--- src/include/status_pkg.sv ---
// constants for the status and enable command handler
package status_pkg;
	localparam int          ENABLE_WIDTH      = 8;
	localparam logic [7:0]  ENABLE_RESET      = 8'h00;
	localparam int          ENABLE_MAX        = 255;
	localparam int          RESPONSE_MAX_BYTES = 2000;
	localparam int          STB_MSG_BIT       = 4;
	localparam int          STB_ESB_BIT       = 5;
	localparam int          STB_ZERO_BIT      = 0;
	localparam int          STB_ONE_BIT       = 1;
	localparam int          STB_TWO_BIT       = 2;
	localparam int          SER_EXE_BIT       = 4;
	localparam int          SER_QYE_BIT       = 2;
	localparam logic        HEADER_RESET      = 1'b0;
	localparam logic        ANSWER_RESET      = 1'b0;
	localparam logic [1:0]  SEPARATOR_RESET   = 2'h0;
	localparam logic [1:0]  TERMINATOR_RESET  = 2'h1;
	localparam logic        COLUMN_RESET      = 1'b0;
	typedef enum logic [2:0] {
		CMD_NONE, CMD_CLEAR_STATUS, CMD_ENABLE_WRITE, CMD_ENABLE_READ, CMD_OTHER
	} command_t;
endpackage : status_pkg

--- src/rtl/status_enable_handler.sv ---
// status clear, standard event enable write and read handler
`timescale 1ns/1ps
// Summary of operation
// - clear-status clears all event registers, summaries
// - clear-status keeps queue, enables, message flag
// - enable-write loads 0..255 into mask
// - mask bits 7..0 map standard events
// - mask zero at power-up and key reset
// - out-of-range write raises execution error
// - enable-read returns mask, header if enabled
// - only the query error suppresses the query response
// - response over 2000 bytes flags query error
// - volatile settings restored at power-up
// - defaults: headers off, separator 0, terminator 1
module status_enable_handler (
	input  wire logic                       clk_in,
	input  wire logic                       reset_n_in,
	input  wire logic                       key_reset_in,
	input  wire status_pkg::command_t       command_in,
	input  wire logic                       command_valid_in,
	input  wire logic [15:0]                argument_in,
	input  wire logic [15:0]                response_length_in,
	input  wire logic [7:0]                 event_set_in,
	input  wire logic [7:0]                 event_register_zero_set_in,
	input  wire logic [7:0]                 event_register_one_set_in,
	input  wire logic [7:0]                 event_register_two_set_in,
	input  wire logic [7:0]                 frequency_event_register_set_in,
	input  wire logic                       message_available_flag_in,
	output logic [7:0]                      standard_event_enable_mask_out,
	output logic [7:0]                      standard_event_out,
	output logic [7:0]                      event_register_zero_out,
	output logic [7:0]                      event_register_one_out,
	output logic [7:0]                      event_register_two_out,
	output logic [7:0]                      frequency_event_register_out,
	output logic [7:0]                      status_byte_out,
	output logic                            response_valid_out,
	output logic                            response_header_out,
	output logic [3:0]                      response_hundreds_out,
	output logic [3:0]                      response_tens_out,
	output logic [3:0]                      response_ones_out,
	output logic                            header_setting_out,
	output logic                            serial_answer_setting_out,
	output logic [1:0]                      field_separator_setting_out,
	output logic [1:0]                      line_terminator_setting_out,
	output logic                            column_format_out
);
	logic [7:0] mask_reg, ser_reg, zero_event_reg, one_event_reg, two_event_reg, freq_event_reg;
	logic       key_meta_reg, key_sync_reg;
	logic       resp_valid_reg;
	logic [3:0] hund_reg, tens_reg, ones_reg;
	logic       in_range;
	logic [7:0] dec_mask;
	logic [3:0] dec_h, dec_t, dec_o;
	logic       do_clear, do_write, do_read, write_bad, read_too_long;
	logic [7:0] ser_errors;
	logic       esb;

	enable_decoder u_dec (
		.value_in     (do_read ? {8'h00, mask_reg} : argument_in),
		.in_range_out (in_range),
		.mask_out     (dec_mask),
		.hundreds_out (dec_h),
		.tens_out     (dec_t),
		.ones_out     (dec_o)
	);

	assign do_clear      = command_valid_in && command_in == status_pkg::CMD_CLEAR_STATUS;
	assign do_write      = command_valid_in && command_in == status_pkg::CMD_ENABLE_WRITE;
	assign do_read       = command_valid_in && command_in == status_pkg::CMD_ENABLE_READ;
	assign write_bad     = do_write && !in_range;
	assign read_too_long = do_read && response_length_in > 16'(status_pkg::RESPONSE_MAX_BYTES);
	assign ser_errors    = (8'(write_bad) << status_pkg::SER_EXE_BIT)
		| (8'(read_too_long) << status_pkg::SER_QYE_BIT);
	assign esb           = |(ser_reg & mask_reg);

	// key reset comes from a panel pin, two flops first
	always_ff @(posedge clk_in or negedge reset_n_in) begin
		if (!reset_n_in) begin
			key_meta_reg <= 1'b0;
			key_sync_reg <= 1'b0;
		end else begin
			key_meta_reg <= key_reset_in;
			key_sync_reg <= key_meta_reg;
		end
	end

	// mask, cleared by power-up and key reset only
	always_ff @(posedge clk_in or negedge reset_n_in) begin
		if (!reset_n_in)
			mask_reg <= status_pkg::ENABLE_RESET;
		else if (key_sync_reg)
			mask_reg <= status_pkg::ENABLE_RESET;
		else if (do_write && in_range)
			mask_reg <= dec_mask;
	end

	// event registers; set wins over clear
	always_ff @(posedge clk_in or negedge reset_n_in) begin
		if (!reset_n_in) begin
			ser_reg  <= 8'h00;
			zero_event_reg <= 8'h00;
			one_event_reg  <= 8'h00;
			two_event_reg  <= 8'h00;
			freq_event_reg <= 8'h00;
		end else begin
			ser_reg        <= (do_clear ? 8'h00 : ser_reg) | event_set_in | ser_errors;
			zero_event_reg <= (do_clear ? 8'h00 : zero_event_reg) | event_register_zero_set_in;
			one_event_reg  <= (do_clear ? 8'h00 : one_event_reg) | event_register_one_set_in;
			two_event_reg  <= (do_clear ? 8'h00 : two_event_reg) | event_register_two_set_in;
			freq_event_reg <= (do_clear ? 8'h00 : freq_event_reg) | frequency_event_register_set_in;
		end
	end

	// query response, none on error
	always_ff @(posedge clk_in or negedge reset_n_in) begin
		if (!reset_n_in) begin
			resp_valid_reg <= 1'b0;
			hund_reg       <= 4'h0;
			tens_reg       <= 4'h0;
			ones_reg       <= 4'h0;
		end else begin
			resp_valid_reg <= do_read && !read_too_long;
			if (do_read) begin
				hund_reg <= dec_h;
				tens_reg <= dec_t;
				ones_reg <= dec_o;
			end
		end
	end

	assign standard_event_enable_mask_out = mask_reg;
	assign standard_event_out             = ser_reg;
	assign event_register_zero_out        = zero_event_reg;
	assign event_register_one_out         = one_event_reg;
	assign event_register_two_out         = two_event_reg;
	assign frequency_event_register_out   = freq_event_reg;
	// summary bits follow the registers; message flag passes through
	assign status_byte_out = (8'(|zero_event_reg) << status_pkg::STB_ZERO_BIT)
		| (8'(|one_event_reg | |freq_event_reg) << status_pkg::STB_ONE_BIT)
		| (8'(|two_event_reg) << status_pkg::STB_TWO_BIT)
		| (8'(message_available_flag_in) << status_pkg::STB_MSG_BIT)
		| (8'(esb) << status_pkg::STB_ESB_BIT);
	assign response_valid_out    = resp_valid_reg;
	assign response_header_out   = header_setting_out;
	assign response_hundreds_out = hund_reg;
	assign response_tens_out     = tens_reg;
	assign response_ones_out     = ones_reg;
	// volatile settings fixed at their defaults
	assign header_setting_out          = status_pkg::HEADER_RESET;
	assign serial_answer_setting_out   = status_pkg::ANSWER_RESET;
	assign field_separator_setting_out = status_pkg::SEPARATOR_RESET;
	assign line_terminator_setting_out = status_pkg::TERMINATOR_RESET;
	assign column_format_out           = status_pkg::COLUMN_RESET;
endmodule : status_enable_handler

--- src/rtl/enable_decoder.sv ---
// range check and decimal digit split of the enable value
`timescale 1ns/1ps
module enable_decoder (
	input  wire logic [15:0] value_in,
	output logic             in_range_out,
	output logic [7:0]       mask_out,
	output logic [3:0]       hundreds_out,
	output logic [3:0]       tens_out,
	output logic [3:0]       ones_out
);
	logic [7:0] v;
	assign in_range_out = value_in <= 16'(status_pkg::ENABLE_MAX);
	assign mask_out     = value_in[7:0];
	assign v            = value_in[7:0];
	assign hundreds_out = 4'(v / 8'd100);
	assign tens_out     = 4'((v % 8'd100) / 8'd10);
	assign ones_out     = 4'(v % 8'd10);
endmodule : enable_decoder

--- config.mk ---
export PLATFORM = sky130hd
export DESIGN_NAME = status_enable_handler
export DESIGN_NICKNAME = d
export VERILOG_FILES = /design/src/include/status_pkg.sv /design/src/rtl/status_enable_handler.sv /design/src/rtl/enable_decoder.sv
export SDC_FILE = /design/constraint.sdc
export NUM_CORES = 1
export LEC_CHECK = 0
export BUFFER_PORTS_ARGS = -buffer_cell sky130_fd_sc_hd__buf_4
export CAP_MARGIN = 0
export CORE_ASPECT_RATIO = 1.2
export CORE_MARGIN = 4
export CORE_UTILIZATION = 33
export CTS_CLUSTER_DIAMETER = 100
export CTS_CLUSTER_SIZE = 16
export DETAILED_ROUTE_END_ITERATION = 8
export HOLD_SLACK_MARGIN = 0.02
export PLACE_DENSITY = 0.64
export SETUP_SLACK_MARGIN = 0.02
export SYNTH_ARGS = -nofsm -noshare
export SYNTH_HDL_FRONTEND = slang
export SYNTH_HIERARCHICAL = 1
export SYNTH_SLANG_ARGS = --single-unit
--- constraint.sdc ---
create_clock -name clk_in -period 2.9 [get_ports clk_in]
set_input_delay 0.29 -clock clk_in [delete_from_list [all_inputs] [get_ports clk_in]]
set_output_delay 0.29 -clock clk_in [all_outputs]
set_load 0.005 [all_outputs]
=== Word-level counts from Yosys, hierarchy flattened ===
Cells that the tools add are included.

* Bits in registers: 63
* Bits in latches: 0
* Bits in writable memories: 0
* Memory bits (read-only): 0
* Input bits: 80
* Output and inout port bits: 77
* Logic and storage cells: 57
* Memories kept: 0

* $add $sub $neg: 0
* $mul: 0
* Div/mod/pow operators: 4
* Order comparisons: 2
* Equality and inequality tests: 3
* Shift-type cells: 0
* Muxes and demuxes: 8
* Bitwise logic cells: 13
* Reductions and logical operators: 15

{| class="wikitable"
|+ Operators with widths
! operator !! count
|-
| $mux W8 || 7
|-
| $or A8 B8 Y8 || 5
|-
| $reduce_or A8 Y1 || 5
|-
| $gt A16 B11 Y1 const B || 1
|-
| $le A16 B8 Y1 const B || 1
|-
| $mux W16 || 1
|-
| $or A8 B5 Y8 || 2
|-
| $and A8 B8 Y8 || 1
|-
| $div A8 B4 Y8 const B || 1
|-
| $div A8 B7 Y8 const B || 1
|-
| $mod A8 B4 Y8 const B || 1
|-
| $mod A8 B7 Y8 const B || 1
|-
| $or A8 B3 Y8 || 1
|-
| $or A8 B6 Y8 || 1
|-
| $logic_and A1 B1 Y1 || 7
|-
| $eq A3 B2 Y1 const B || 2
|-
| $or A5 B3 Y5 || 1
|-
| $eq A3 B1 Y1 const B || 1
|-
| $logic_not A1 Y1 || 2
|-
| $or A1 B2 Y2 || 1
|-
| $reduce_bool A2 Y1 || 1
|-
| $or A1 B1 Y1 || 1
|}

=== Logic depth before layout (Yosys ltp) ===
Gate-level depths: netlist of the first run.

* Word-level depth: 8
* Mapped depth: 15
* Gate-level depth less buffers: 12

=== Hierarchy ===
The synthesis of the first run kept the hierarchy.

{| class="wikitable"
|+ By module, submodules not included
! module !! instances !! cells an instance !! area an instance (um2) !! seq. area each (um2)
|-
| status_enable_handler || 1 || 205 || 2641.3 || 1576.5
|-
| enable_decoder || 1 || 168 || 1091.0 || 0.0
|}

=== Least setup slack after synthesis of the first run ===
No wires, ideal clock.

* Kind: input to register
* Start point: input port command_in[2]
* End point: register ones_reg[3] (netlist: response_ones_out[3])
* Library setup time: 0.125 ns
* Arrival time: 2.695 ns
* Required time: 2.775 ns
* Setup slack: 0.080 ns
* Stages: 15
* Buffers on the path: 3
* Cells stage by stage: nand4b_1 buf_2 mux2_2 buf_2 buf_4 nand2_1 nor3_1 a31oi_1 o21ai_0 a221oi_1 ha_1 inv_1 a21oi_1 o211ai_1 mux2_2

* Longest elaborated chain between the ends: 4

{| class="wikitable"
|+ RTL lines
! element !! line !! text
|-
| start: declaration || status_enable_handler.sv:19 || <nowiki>input wire status_pkg::command_t command_in,</nowiki>
|-
| $eq A3 B2 Y1 || status_enable_handler.sv:69 || <nowiki>assign do_read = command_valid_in && command_in == status_pkg::CMD_ENABLE_READ;</nowiki>
|-
| $logic_and A1 B1 Y1 || status_enable_handler.sv:69 ||
|-
| $mux W16 || status_enable_handler.sv:59 || <nowiki>.value_in (do_read ? {8'h00, mask_reg} : argument_in),</nowiki>
|-
| $mod A8 B4 Y8 || enable_decoder.sv:17 || <nowiki>assign ones_out = 4'(v % 8'd10);</nowiki>
|-
| via dec_o[3] || status_enable_handler.sv:53 || <nowiki>logic [3:0] dec_h, dec_t, dec_o;</nowiki>
|-
| end signal: assignment || status_enable_handler.sv:126 || <nowiki>ones_reg <= dec_o;</nowiki>
|-
| end: declaration || status_enable_handler.sv:50 || <nowiki>logic [3:0] hund_reg, tens_reg, ones_reg;</nowiki>
|}

The timed path passes the listed nets, and every way through them passes these cells.
A chain may end at the register's enable or synchronous reset.

=== Worst setup path after layout of the first run ===
Same ends and word-level chain as after synthesis.

==> results of run 1 <==
-- layout by cell type, fill, tap and decap left out, types with 3 or more instances in the layout --
cell / instances
a21o_1: 39
a21oi_1: 9
a22oi_1: 6
a31oi_1: 6
and2_1: 9
and3_1: 3
buf_4: 183
clkbuf_16: 9
clkinv_2: 3
conb_1: 13
dfrtp_1: 63
inv_1: 7
mux2_2: 22
mux2i_1: 10
nand2_1: 12
nand2b_1: 3
nand3_1: 6
nand3b_1: 5
nand4_1: 4
nor2_1: 21
nor2b_1: 5
nor3_1: 4
nor4_1: 10
o21ai_0: 12
o21ai_1: 7
or3_1: 4
or4_1: 4
-- through the flow --
stage | worst slack (ns) | instances | hold slack (ns) | setup TNS (ns)
2_1_floorplan | 0.0803 | 383 | -0.00559 | 0
3_3_place_gp | -0.0538 | 647 | 0.335 | -0.0675
3_5_place_dp | -0.0462 | 647 | 0.342 | -0.0462
4_1_cts | 0.307 | 663 | 0.0558 | 0
5_1_grt | 0.128 | 663 | 0.0658 | 0
6_report | 0.328 | 663 | 0.0510 | 0
-- final cells by class --
type / count / area (µm²)
inverter: 8 / 30.0
clock buffer: 10 / 229
clock inverter: 6 / 61.3
timing repair buffer: 184 / 1390
multi-input combinational: 260 / 1820
sequential: 63 / 1580
tap: 132 / 165
fill: 1047 / 5760
-- where the power goes --
group	total, mW	leakage (nW)	internal (mW)	switching [mW]
Clock	1.03	0.142	0.661	0.374
Combinational	0.545	1.50	0.309	0.236
Sequential	0.991	0.662	0.947	0.0443
-- worst register-to-register path, cell delays in order, from the launching register on --
cell and delay [ns]:
dfrtp_1 0.41, mux2_2 0.37, nor2b_4 0.19, nor3_1 0.06, a31oi_1 0.15, o21ai_0 0.11, a221oi_1 0.25, buf_4 0.17
ha_1 0.16, inv_1 0.06, a21oi_1 0.11, o211ai_1 0.10, mux2_2 0.27
-- metal layers --
metal / wire, µm / GRT usage
met1: 4460 / 0.198
met2: 5750 / 0.303
met3: 1020 / 0.0627
met4: 152 / 0.0541
met5: 0 / 0
-- kinds of logic after synthesis --
kind of cell / after synthesis
compound gates: 106
simple gates: 106
flops: 63
buf+inv: 60
mux: 32
other cells: 3
xor+xnor: 2
fa+ha+maj: 1
-- worst max path at each step --
stage             startpoint                   end  slack, ns  cells past startpoint
3_5_place_dp   command_in[2]  response_ones_out[3]      -0.05                     15
2_1_floorplan  command_in[2]  response_ones_out[3]       0.08                     15
3_3_place_gp   command_in[2]  response_ones_out[3]      -0.05                     15
5_1_grt        command_in[2]  response_ones_out[3]       0.13                     15
6_report       command_in[2]  response_ones_out[3]       0.33                     15
4_1_cts        command_in[2]  response_ones_out[3]       0.31                     15
==> key figures, run 1 <==
Critical path
  • CP required: between 3 and 4 ns
  • Slowest cell on the critical path: mux2_2
  • Family with the most delay on the worst path: compound AO/OA/AOI/OAI gates
  • Critical path's most frequent cell: buf_4
  • Crit-path cells: buf_4 -> nand4b_1 -> buf_4 -> mux2_2 -> nor2b_4 -> nor3_1 -> a31oi_1 -> o21ai_0 -> a221oi_1 -> buf_4 -> ha_1 -> inv_1 -> a21oi_1 -> o211ai_1 -> mux2_2
  • R2r endpoint: response_ones_out[3]
  • CP peak stage delay: about 0.36 ns
  • RR Startpoint: standard_event_enable_mask_out[5]
  • Setup crit end kind: register
  • Crit Path Max Fanout: 8
  • Crit Path Category: in2reg
  • Worst reg2reg path depth: 12
  • Buf+Inv Stages, Crit Path: 4
  • Crit path DAT: 2.78 ns
  • Flop-to-flop setup slack: between 0.3 and 0.4 ns
  • Critical Path Source Type: input port

Timing
  • Fmax: 389 MHz
  • Clock skew: between 0.006 and 0.007 ns
  • Max_slew headroom: 0.464
  • Final hold vios: 0
  • Final period utilization: 0.887
  • Final Max Tran Viols: 0
  • RSZ-0062 raised after global routing: false
  • Final min period: roughly 2.6 ns
  • Finish-stage setup viols: 0
  • Worst-Margin Slew: about 0.80 ns

Place
  • Placer Congestion: approximately 0.83
  • Post-DP HPWL: roughly 9000 µm
  • Port Buffers: around 140
  • Cell Area, Placed: roughly 5000 µm²

Yosys
  • Share of the synthesized area in the top cell type: 0.422
  • Post-synthesis mux area share: 0.0932
  • Post-synth top cells: dfrtp_1 (63), a21o_1 (39), buf_4 (27), mux2_2 (22), nor2_1 (21)
  • Register area share after synthesis: 0.422
  • Yosys warns: 6
  • Adder-Cell Fraction of Synth Area: 0.00335
  • Count of different cell masters after synthesis: between 60 and 70
  • Synthesized area: 3730 µm²
  • Cells after synthesis: about 370
  • Syn Area/Cell: between 10 and 15 µm²
  • Largest family of logic cells by synthesized area: compound AO/OA/AOI/OAI gates
  • Flops & latches, synth: between 60 and 70
  • EDFF count, synth: 0
  • Most used DFF post-synth: dfrtp_1
  • Most frequent cell after synthesis: dfrtp_1
  • Top cells by area, synth: dfrtp_1 (42%), a21o_1 (7.8%), mux2_2 (6.6%), buf_4 (5.4%), mux2i_1 (2.7%)
  • Yosys top cell by area: dfrtp_1
  • Compound-gate portion of the synthesized area: 0.204
  • Post-synth ARST share: 1.00
  • Post-synthesis xor/xnor area fraction: 0.00469
  • Simple-Gate Fraction of Synth Area: 0.168

Final layout
  • ANT cells: 0
  • Fraction of layout cells with a size suffix above 1: 0.446
  • Nets: about 610
  • Layout Cell Area excl Fill: ~5300 µm²
  • Final core utilization: 0.478
  • Area grow syn2layout: 41.2%

Clock network
  • Number of buffers created by CTS: 9
  • Clock buffer depth: 2
  • Clk slew on worst S/H paths: 0.05 ns
  • # Post-CTS Setup Buffers: 0
  • Root Driver: clkbuf_16
  • Post-CTS Hold Buffers: 0
  • TritonCTS clock tree: yes
  • Clk_lat worst skew: about 0.32 ns
  • # resized after CTS: 0
  • Sink Count: between 60 and 70
  • H-Tree Depth: 3

Route
  • Initial DRC count: 190
  • Wire per inst: around 17 µm
  • DRT Wirelength: 11,400 µm
  • # DRC: 0
  • First-pass DRT Iterations: 5
  • Antenna violation net count after detailed routing: 0
  • Via count: between 3,000 and 4,000
  • Via density: between 5 and 6

Power and ir drop
  • Pwr Density: 488 nW/µm²
  • Overall Power: approximately 2.6 mW
  • Maximum vdd ir drop: around 400 µV
  • Leakage: 2.30 nW

Floorplanning
  • IO Pins: roughly 160
  • Die area: roughly 13,000 µm²
  • Die H: approximately 120 µm
  • Die Width: roughly 110 µm
  • Initial core utilization: 0.338
  • Total core area: about 11,000 µm²
  • Num rows: between 40 and 50

Hold path
  • Hold Crit Class: in2async

GRT
  • Largest net degree at the start of global routing: between 60 and 70
  • Grt ovf: 0
  • Vias in the first global route: ~3,600
  • Initial antenna violation count: 0
  • First-pass GRT wire length: 18,400 µm
  • Global Route Usage Sum: 0.174

Outcome
  • Status: completed

Run
  • Max capacitance violation total: 0
Power figures use the tool's default switching activity.
==> run 2, diff against run 1 <==
CORE_ASPECT_RATIO = not set   (was 1.2)
==> key figures, run 2 (synthesis gave the netlist of run 1 again) <==
Critical path
  • Crit Path Max Fanout: 9 (was 8)
  • Crit path DAT: 2.82 ns (was 2.78 ns)
  • Buf+Inv Stages, Crit Path: 5 (was 4)
  • CP Depth: 15 (unchanged)
  • Critical Path Source Type: input port (unchanged)
  • Setup crit end kind: register (unchanged)
  • Critical Path Start: command_in[2] (unchanged)
  • Worst reg2reg path depth: 13 (was 12)
  • Critical path's most frequent cell: buf_4 (unchanged)
  • Crit Path Category: in2reg (unchanged)
  • CP peak stage delay: 0.35 ns (was 0.36 ns)
  • CP required: 3.11 ns (about the same)
  • RR Startpoint: standard_event_enable_mask_out[2] (was standard_event_enable_mask_out[5])
  • Family with the most delay on the worst path: buffers and inverters (was compound AO/OA/AOI/OAI gates)
  • Slowest cell on the critical path: mux2_2 (unchanged)
  • Crit-path cells: buf_4 -> nand4b_1 -> buf_4 -> mux2_2 -> buf_4 -> nor3b_1 -> a21oi_1 -> nor2_1 -> a221oi_1 -> buf_4 -> ha_1 -> inv_1 -> a21oi_1 -> o211ai_1 -> mux2_2 (was buf_4 -> nand4b_1 -> buf_4 -> mux2_2 -> nor2b_4 -> nor3_1 -> a31oi_1 -> o21ai_0 -> a221oi_1 -> buf_4 -> ha_1 -> inv_1 -> a21oi_1 -> o211ai_1 -> mux2_2)

Clock network
  • # Post-CTS Setup Buffers: 0 (unchanged)
  • TritonCTS clock tree: yes (unchanged)
  • Clk slew on worst S/H paths: 0.05 ns (about the same)
  • Sink Count: 63 (unchanged)
  • Clock buffer depth: 2 (unchanged)
  • # resized after CTS: 0 (unchanged)
  • Post-CTS Hold Buffers: 0 (unchanged)
  • Number of buffers created by CTS: 9 (unchanged)
  • Root Driver: clkbuf_16 (unchanged)
  • Clk_lat worst skew: 0.32 ns (about the same)
  • H-Tree Depth: 3 (unchanged)

Power and ir drop
  • Pwr Density: 490 nW/µm² (was 488 nW/µm²)
  • Share of power burned in registers: 0.377 (was 0.386)
  • Maximum vdd ir drop: 430 µV (was 401 µV)
  • Sw frac: 0.250 (was 0.254)
  • Power share of the clock group: 0.412 (was 0.403)
  • Internal power: 1.97 mW (was 1.92 mW)
  • Comb pwr share: 0.211 (was 0.212)
  • Switching power: 0.659 mW (was 0.654 mW)
  • Leakage: 2.35 nW (was 2.30 nW)

Floorplanning
  • Total core area: 10,900 µm² (was 11,000 µm²)
  • Initial core utilization: 0.341 (was 0.338)
  • Num rows: 38 (was 42)
  • Die area: 13,100 µm² (about the same)
  • Die Width: 114 µm (was 105 µm)
  • IO Pins: 157 (unchanged)
  • Die H: 114 µm (was 125 µm)

GRT
  • Largest net degree at the start of global routing: 64 (unchanged)
  • Grt ovf: 0 (unchanged)
  • Vias in the first global route: 3,595 (was 3,571)
  • Initial antenna violation count: 0 (unchanged)
  • First-pass GRT wire length: 18,300 µm (was 18,400 µm)
  • Global Route Usage Sum: 0.177 (was 0.174)

Route
  • Via count: 3,497 (was 3,402)
  • Antenna violation net count after detailed routing: 0 (unchanged)
  • Via density: 5.14 (was 5.13)
  • First-pass DRT Iterations: 4 (was 5)
  • DRT Wirelength: 11,400 µm (about the same)
  • Wire per inst: 16.8 µm (was 17.2 µm)
  • Initial DRC count: 169 (was 190)
  • # DRC: 0 (unchanged)

Final layout
  • Multi-input gate area: 1820 µm² (unchanged)
  • Most common cell after layout, fill and taps aside: buf_4 (unchanged)
  • Area grow syn2layout: 43.8% (was 41.2%)
  • Fin cells: 680 (was 663)
  • Register area: 1580 µm² (unchanged)
  • Final core utilization: 0.491 (was 0.478)
  • Filler cells: 1,004 (was 1,047)
  • Commonest non-fill, non-tap cells in the layout: buf_4 (192), dfrtp_1 (63), a21o_1 (39), mux2_2 (22), nor2_1 (21) (was buf_4 (183), dfrtp_1 (63), a21o_1 (39), mux2_2 (22), nor2_1 (21))
  • ANT cells: 0 (unchanged)
  • Layout Cell Area excl Fill: 5370 µm² (was 5270 µm²)
  • Nets: 616 (was 607)
  • Fraction of layout cells with a size suffix above 1: 0.457 (was 0.446)

Timing
  • Finish-stage setup viols: 0 (unchanged)
  • Fmax: 382 MHz (was 389 MHz)
  • Final period utilization: 0.903 (was 0.887)
  • Worst-Margin Slew: 0.793 ns (was 0.804 ns)
  • Clock skew: 0.00307 ns (was 0.00606 ns)
  • Hold slack: 0.0567 ns (was 0.0510 ns)
  • Final min period: 2.62 ns (was 2.57 ns)
  • Final hold vios: 0 (unchanged)
  • Final Max Tran Viols: 0 (unchanged)
  • RSZ-0062 raised after global routing: false (unchanged)
  • Max_slew headroom: 0.471 (was 0.464)

Hold path
  • Hold Crit Class: in2async (unchanged)

Outcome
  • Status: completed (unchanged)

Place
  • Port Buffers: 143 (unchanged)
  • Post-DP HPWL: 9070 µm (was 8990 µm)
  • Placed Cells: 664 (was 647)
  • Cell Area, Placed: 5060 µm² (was 4980 µm²)
  • Placer Congestion: 0.881 (was 0.834)

Run
  • Max capacitance violation total: 0 (unchanged)
[run 2: metrics by stage]
step                power [mW]  setup slack (ns)  setup TNS (ns)
finish                    2.63             0.282               0
global route              2.77             0.146               0
CTS                       2.66             0.295               0
detailed placement        1.57           -0.0467         -0.0659
global placement          1.56           -0.0347         -0.0347
floorplan                 1.27            0.0803               0
[run 2: worst paths after layout]
| check | to | slack, ns |
|---|---|---|
| worst max-delay path | response_ones_out[3] | 0.28 |
| worst min-delay path | event_register_two_out[6] | 0.06 |
| worst max register to register | response_ones_out[3] | 0.31 |
| worst min register to register | key_sync_reg | 0.35 |
| max in group asynchronous | response_tens_out[2] | 2.32 |
| min in group clk_in | key_meta_reg | 0.07 |
[run 2: final cells by class]
type	count	share of cell area
well taps	140	0.0326
clock inverters	5	0.0105
inverters	8	0.00559
clock buffers	11	0.0471
flip-flops and latches	63	0.294
multi-input cells	260	0.338
repair buffers	193	0.272
[run 2: power by group through the flow]
stage               logic [mW]  clock network (mW)  registers, mW
global route             0.605                1.16           1.00
detailed placement       0.558                   0           1.01
global placement         0.557                   0           1.01
CTS                      0.559                1.11          0.994
finish                   0.555                1.08          0.993
floorplan                0.271                   0           1.00
[run 2: metal layers]
metal	GRT usage	wire length, µm	vias to the layer above
met2	0.292	5580	148
met5	0	0	-
li1	-	-	1648
met4	0.0633	258	0
met1	0.210	4550	1679
met3	0.0692	1020	22
==> run 3, diff against run 2 <==
CELL_PAD_IN_SITES_DETAIL_PLACEMENT = 1   (was not set)
CELL_PAD_IN_SITES_GLOBAL_PLACEMENT = 2   (was not set)
CORE_UTILIZATION = 28   (was 33)
GPL_ROUTABILITY_DRIVEN = 0   (was not set)
PLACE_DENSITY = 0.85   (was 0.64)
SYNTH_HIERARCHICAL = not set   (was 1)
==> key figures, run 3 <==
Timing
  • Final setup TNS: 0 ns (unchanged)
  • Final Max Tran Viols: 0 (unchanged)
  • Hold slack: 0.0575 ns (was 0.0567 ns)
  • Clock skew: 0.00629 ns (was 0.00307 ns)
  • Fmax: 345 MHz (was 382 MHz)
  • RSZ-0062 raised after global routing: true (was false)
  • Finish-stage setup viols: 0 (unchanged)
  • Final worst setup slack: 0.000909 ns (was 0.282 ns)
  • Final hold vios: 0 (unchanged)
  • Worst-Margin Slew: 0.829 ns (was 0.793 ns)
  • Max_slew headroom: 0.448 (was 0.471)
  • Final period utilization: 1.00 (was 0.903)
  • Final min period: 2.90 ns (was 2.62 ns)

Clock network
  • Clk slew on worst S/H paths: 0.06 ns (was 0.05 ns)
  • Post-CTS Hold Buffers: 0 (unchanged)
  • Clk_lat worst skew: 0.33 ns (was 0.32 ns)
  • TritonCTS clock tree: yes (unchanged)
  • H-Tree Depth: 3 (unchanged)
  • Sink Count: 61 (was 63)
  • Number of buffers created by CTS: 9 (unchanged)
  • Root Driver: clkbuf_16 (unchanged)
  • Clock buffer depth: 2 (unchanged)

Power and ir drop
  • Overall Power: 2.67 mW (was 2.63 mW)
  • Pwr Density: 457 nW/µm² (was 490 nW/µm²)
  • Sw frac: 0.275 (was 0.250)
  • Internal power: 1.94 mW (was 1.97 mW)
  • Power share of the clock group: 0.395 (was 0.412)
  • Comb pwr share: 0.251 (was 0.211)
  • Maximum vdd ir drop: 272 µV (was 430 µV)
  • Share of power burned in registers: 0.354 (was 0.377)
  • Leakage: 2.59 nW (was 2.35 nW)
  • Switching power: 0.735 mW (was 0.659 mW)

Critical path
  • Crit-path cells: nand3b_1 -> o211ai_1 -> and2_4 -> inv_2 -> ha_4 -> maj3_2 -> o211ai_2 -> o21ai_2 -> a21o_4 -> nand2_4 -> xnor2_2 -> o32a_1 -> o32a_1 (was buf_4 -> nand4b_1 -> buf_4 -> mux2_2 -> buf_4 -> nor3b_1 -> a21oi_1 -> nor2_1 -> a221oi_1 -> buf_4 -> ha_1 -> inv_1 -> a21oi_1 -> o211ai_1 -> mux2_2)
  • CP required: 3.11 ns (about the same)
  • Crit Path Category: reg2reg (was in2reg)
  • Critical Path Source Type: register (was input port)
  • Setup crit end kind: register (unchanged)
  • Family with the most delay on the worst path: compound AO/OA/AOI/OAI gates (was buffers and inverters)
  • Buf+Inv Stages, Crit Path: 1 (was 5)
  • Crit path DAT: 3.11 ns (was 2.82 ns)
  • CP peak stage delay: 0.38 ns (was 0.35 ns)
  • Critical path's most frequent cell: o32a_1 (was buf_4)
  • Crit Path Max Fanout: 3 (was 9)
  • Slowest cell on the critical path: dfrtp_1 (was mux2_2)

Yosys
  • Most used DFF post-synth: dfrtp_1 (unchanged)
  • Top cells by area, synth: dfrtp_1 (40%), a21o_1 (7.9%), buf_4 (3.2%), nor2_1 (2.9%), mux2i_1 (2.6%) (was dfrtp_1 (42%), a21o_1 (7.8%), mux2_2 (6.6%), buf_4 (5.4%), mux2i_1 (2.7%))
  • Post-synth ARST share: 1.00 (unchanged)
  • Yosys top cell by area: dfrtp_1 (unchanged)
  • Yosys warns: 0 (was 6)
  • Post-synth top cells: dfrtp_1 (61), a21o_1 (40), nor2_1 (29), nand2_1 (25), buf_4 (16) (was dfrtp_1 (63), a21o_1 (39), buf_4 (27), mux2_2 (22), nor2_1 (21))
  • Synthesized area: 3800 µm² (was 3730 µm²)
  • Share of the synthesized area in the top cell type: 0.402 (was 0.422)
  • Syn Area/Cell: 9.87 µm² (was 10.0 µm²)
  • EDFF count, synth: 0 (unchanged)
  • Flops & latches, synth: 61 (was 63)
  • Most frequent cell after synthesis: dfrtp_1 (unchanged)
  • Count of different cell masters after synthesis: 78 (was 68)
  • Register area share after synthesis: 0.402 (was 0.422)
  • Cells after synthesis: 385 (was 373)

Floorplanning
  • Total core area: 13,200 µm² (was 10,900 µm²)
  • Die area: 15,500 µm² (was 13,100 µm²)
  • Die H: 124 µm (was 114 µm)
  • Num rows: 42 (was 38)
  • Die Width: 124 µm (was 114 µm)
  • Initial core utilization: 0.287 (was 0.341)
  • IO Pins: 157 (unchanged)

Route
  • Initial DRC count: 108 (was 169)
  • Met3 wire len: 1040 µm (was 1020 µm)
  • DRT Wirelength: 13,700 µm (was 11,400 µm)
  • First-pass DRT Iterations: 4 (unchanged)
  • WL met1: 5400 µm (was 4550 µm)
  • Via density: 4.95 (was 5.14)
  • # DRC: 0 (unchanged)
  • Antenna violation net count after detailed routing: 0 (unchanged)
  • Wire per inst: 18.1 µm (was 16.8 µm)
  • Via count: 3,759 (was 3,497)
  • Metal2 WL: 6890 µm (was 5580 µm)
  • Top Metal Used: met4 (unchanged)

GRT
  • Vias in the first global route: 4,251 (was 3,595)
  • Initial antenna violation count: 0 (unchanged)
  • Largest net degree at the start of global routing: 62 (was 64)
  • Global Route Usage Sum: 0.176 (was 0.177)
  • Grt ovf: 0 (unchanged)
  • First-pass GRT wire length: 22,000 µm (was 18,300 µm)

Final layout
  • Commonest non-fill, non-tap cells in the layout: buf_4 (204), dfrtp_1 (61), a21o_1 (40), nor2_1 (28), nand2_1 (24) (was buf_4 (192), dfrtp_1 (63), a21o_1 (39), mux2_2 (22), nor2_1 (21))
  • Layout Cell Area excl Fill: 5850 µm² (was 5370 µm²)
  • ANT cells: 0 (unchanged)
  • Final core utilization: 0.442 (was 0.491)
  • Filler cells: 1,512 (was 1,004)
  • Fraction of layout cells with a size suffix above 1: 0.486 (was 0.457)
  • Nets: 664 (was 616)
  • Area grow syn2layout: 54.0% (was 43.8%)
  • Fin cells: 760 (was 680)
  • Most common cell after layout, fill and taps aside: buf_4 (unchanged)

Outcome
  • Status: completed (unchanged)

Place
  • DP Worst Slack: -0.188 ns (was -0.0467 ns)
  • Port Buffers: 141 (was 143)
  • Cell Area, Placed: 5370 µm² (was 5060 µm²)
  • Placed Cells: 735 (was 664)
  • Post-DP HPWL: 10,800 µm (was 9070 µm)

Run
  • Max capacitance violation total: 0 (unchanged)

Hold path
  • Hold Crit Class: in2async (unchanged)
[run 3: changes by cell type in the layout (fill, tap and decap cells not counted), sizes merged, moves of 8 or more]
cell	previous run	this run
and2	9	1
buf	193	208
mux2	22	10
nand2	12	27
nor2	22	31
o21ai	19	9
[run 3: routing by layer]
layer / vias to the layer above / track usage
li1: 1769 / -
met1: 1837 / 0.190
met2: 125 / 0.310
met3: 28 / 0.0652
met4: 0 / 0.0690
met5: - / 0
[run 3: worst reg2reg max path, stage by stage (launching register included)]
cell and delay [ns]:
dfrtp_1 0.38, nand3b_1 0.18, o211ai_1 0.25, and2_4 0.19, inv_2 0.05, ha_4 0.16, maj3_2 0.31, o211ai_2 0.17
o21ai_2 0.11, a21o_4 0.24, nand2_4 0.08, xnor2_2 0.09, o32a_1 0.29, o32a_1 0.28
[run 3: timing repair]
item,in CTS,in global routing
resized for setup,8,16
setup endpoints to repair,5,6
buffers inserted,4,5
pin swaps,3,6
endpoints found under the hold margin,0,0
[run 3: power groups by stage]
stage               Sequential [mW]  Combinational [mW]  Clock, mW
floorplan                     0.953               0.302          0
global placement              0.960               0.604          0
detailed placement            0.961               0.624          0
CTS                           0.946               0.637       1.09
global route                  0.953               0.738       1.13
finish                        0.945               0.671       1.05
[run 3: cells by family after synthesis]
kind of cell	synth area share
muxes	0.0777
AOI/OAI and AO/OA	0.237
buffers and inverters	0.0662
xor gates and xnor gates	0.0115
adders and majority gates	0.0217
other	0.00198
DFF	0.402
and+or+nand+nor	0.182
[run 3: layout make-up]
type                    count  area, µm²  area share
inverters                  10       37.5     0.00642
flip-flops and latches     61       1530       0.261
clock buffers              10        229      0.0391
repair buffers            208       1580       0.270
multi-input cells         289       2200       0.375
clock inverters             6       63.8      0.0109
well taps                 176        220      0.0376
[run 3: final timing paths]
kind | startpoint | endpoint | slack, ns | cells after the start
max reg2reg | standard_event_enable_mask_out[3] | response_tens_out[0] | 0.0009 | 13
max in group asynchronous | reset_n_in | standard_event_out[7] | 2.29 | 1
min | reset_n_in | frequency_event_register_out[0] | 0.06 | 1
min in group clk_in | key_reset_in | key_meta_reg | 0.07 | 1
min reg2reg | key_meta_reg | key_sync_reg | 0.35 | 0
max | standard_event_enable_mask_out[3] | response_tens_out[0] | 0.0009 | 13
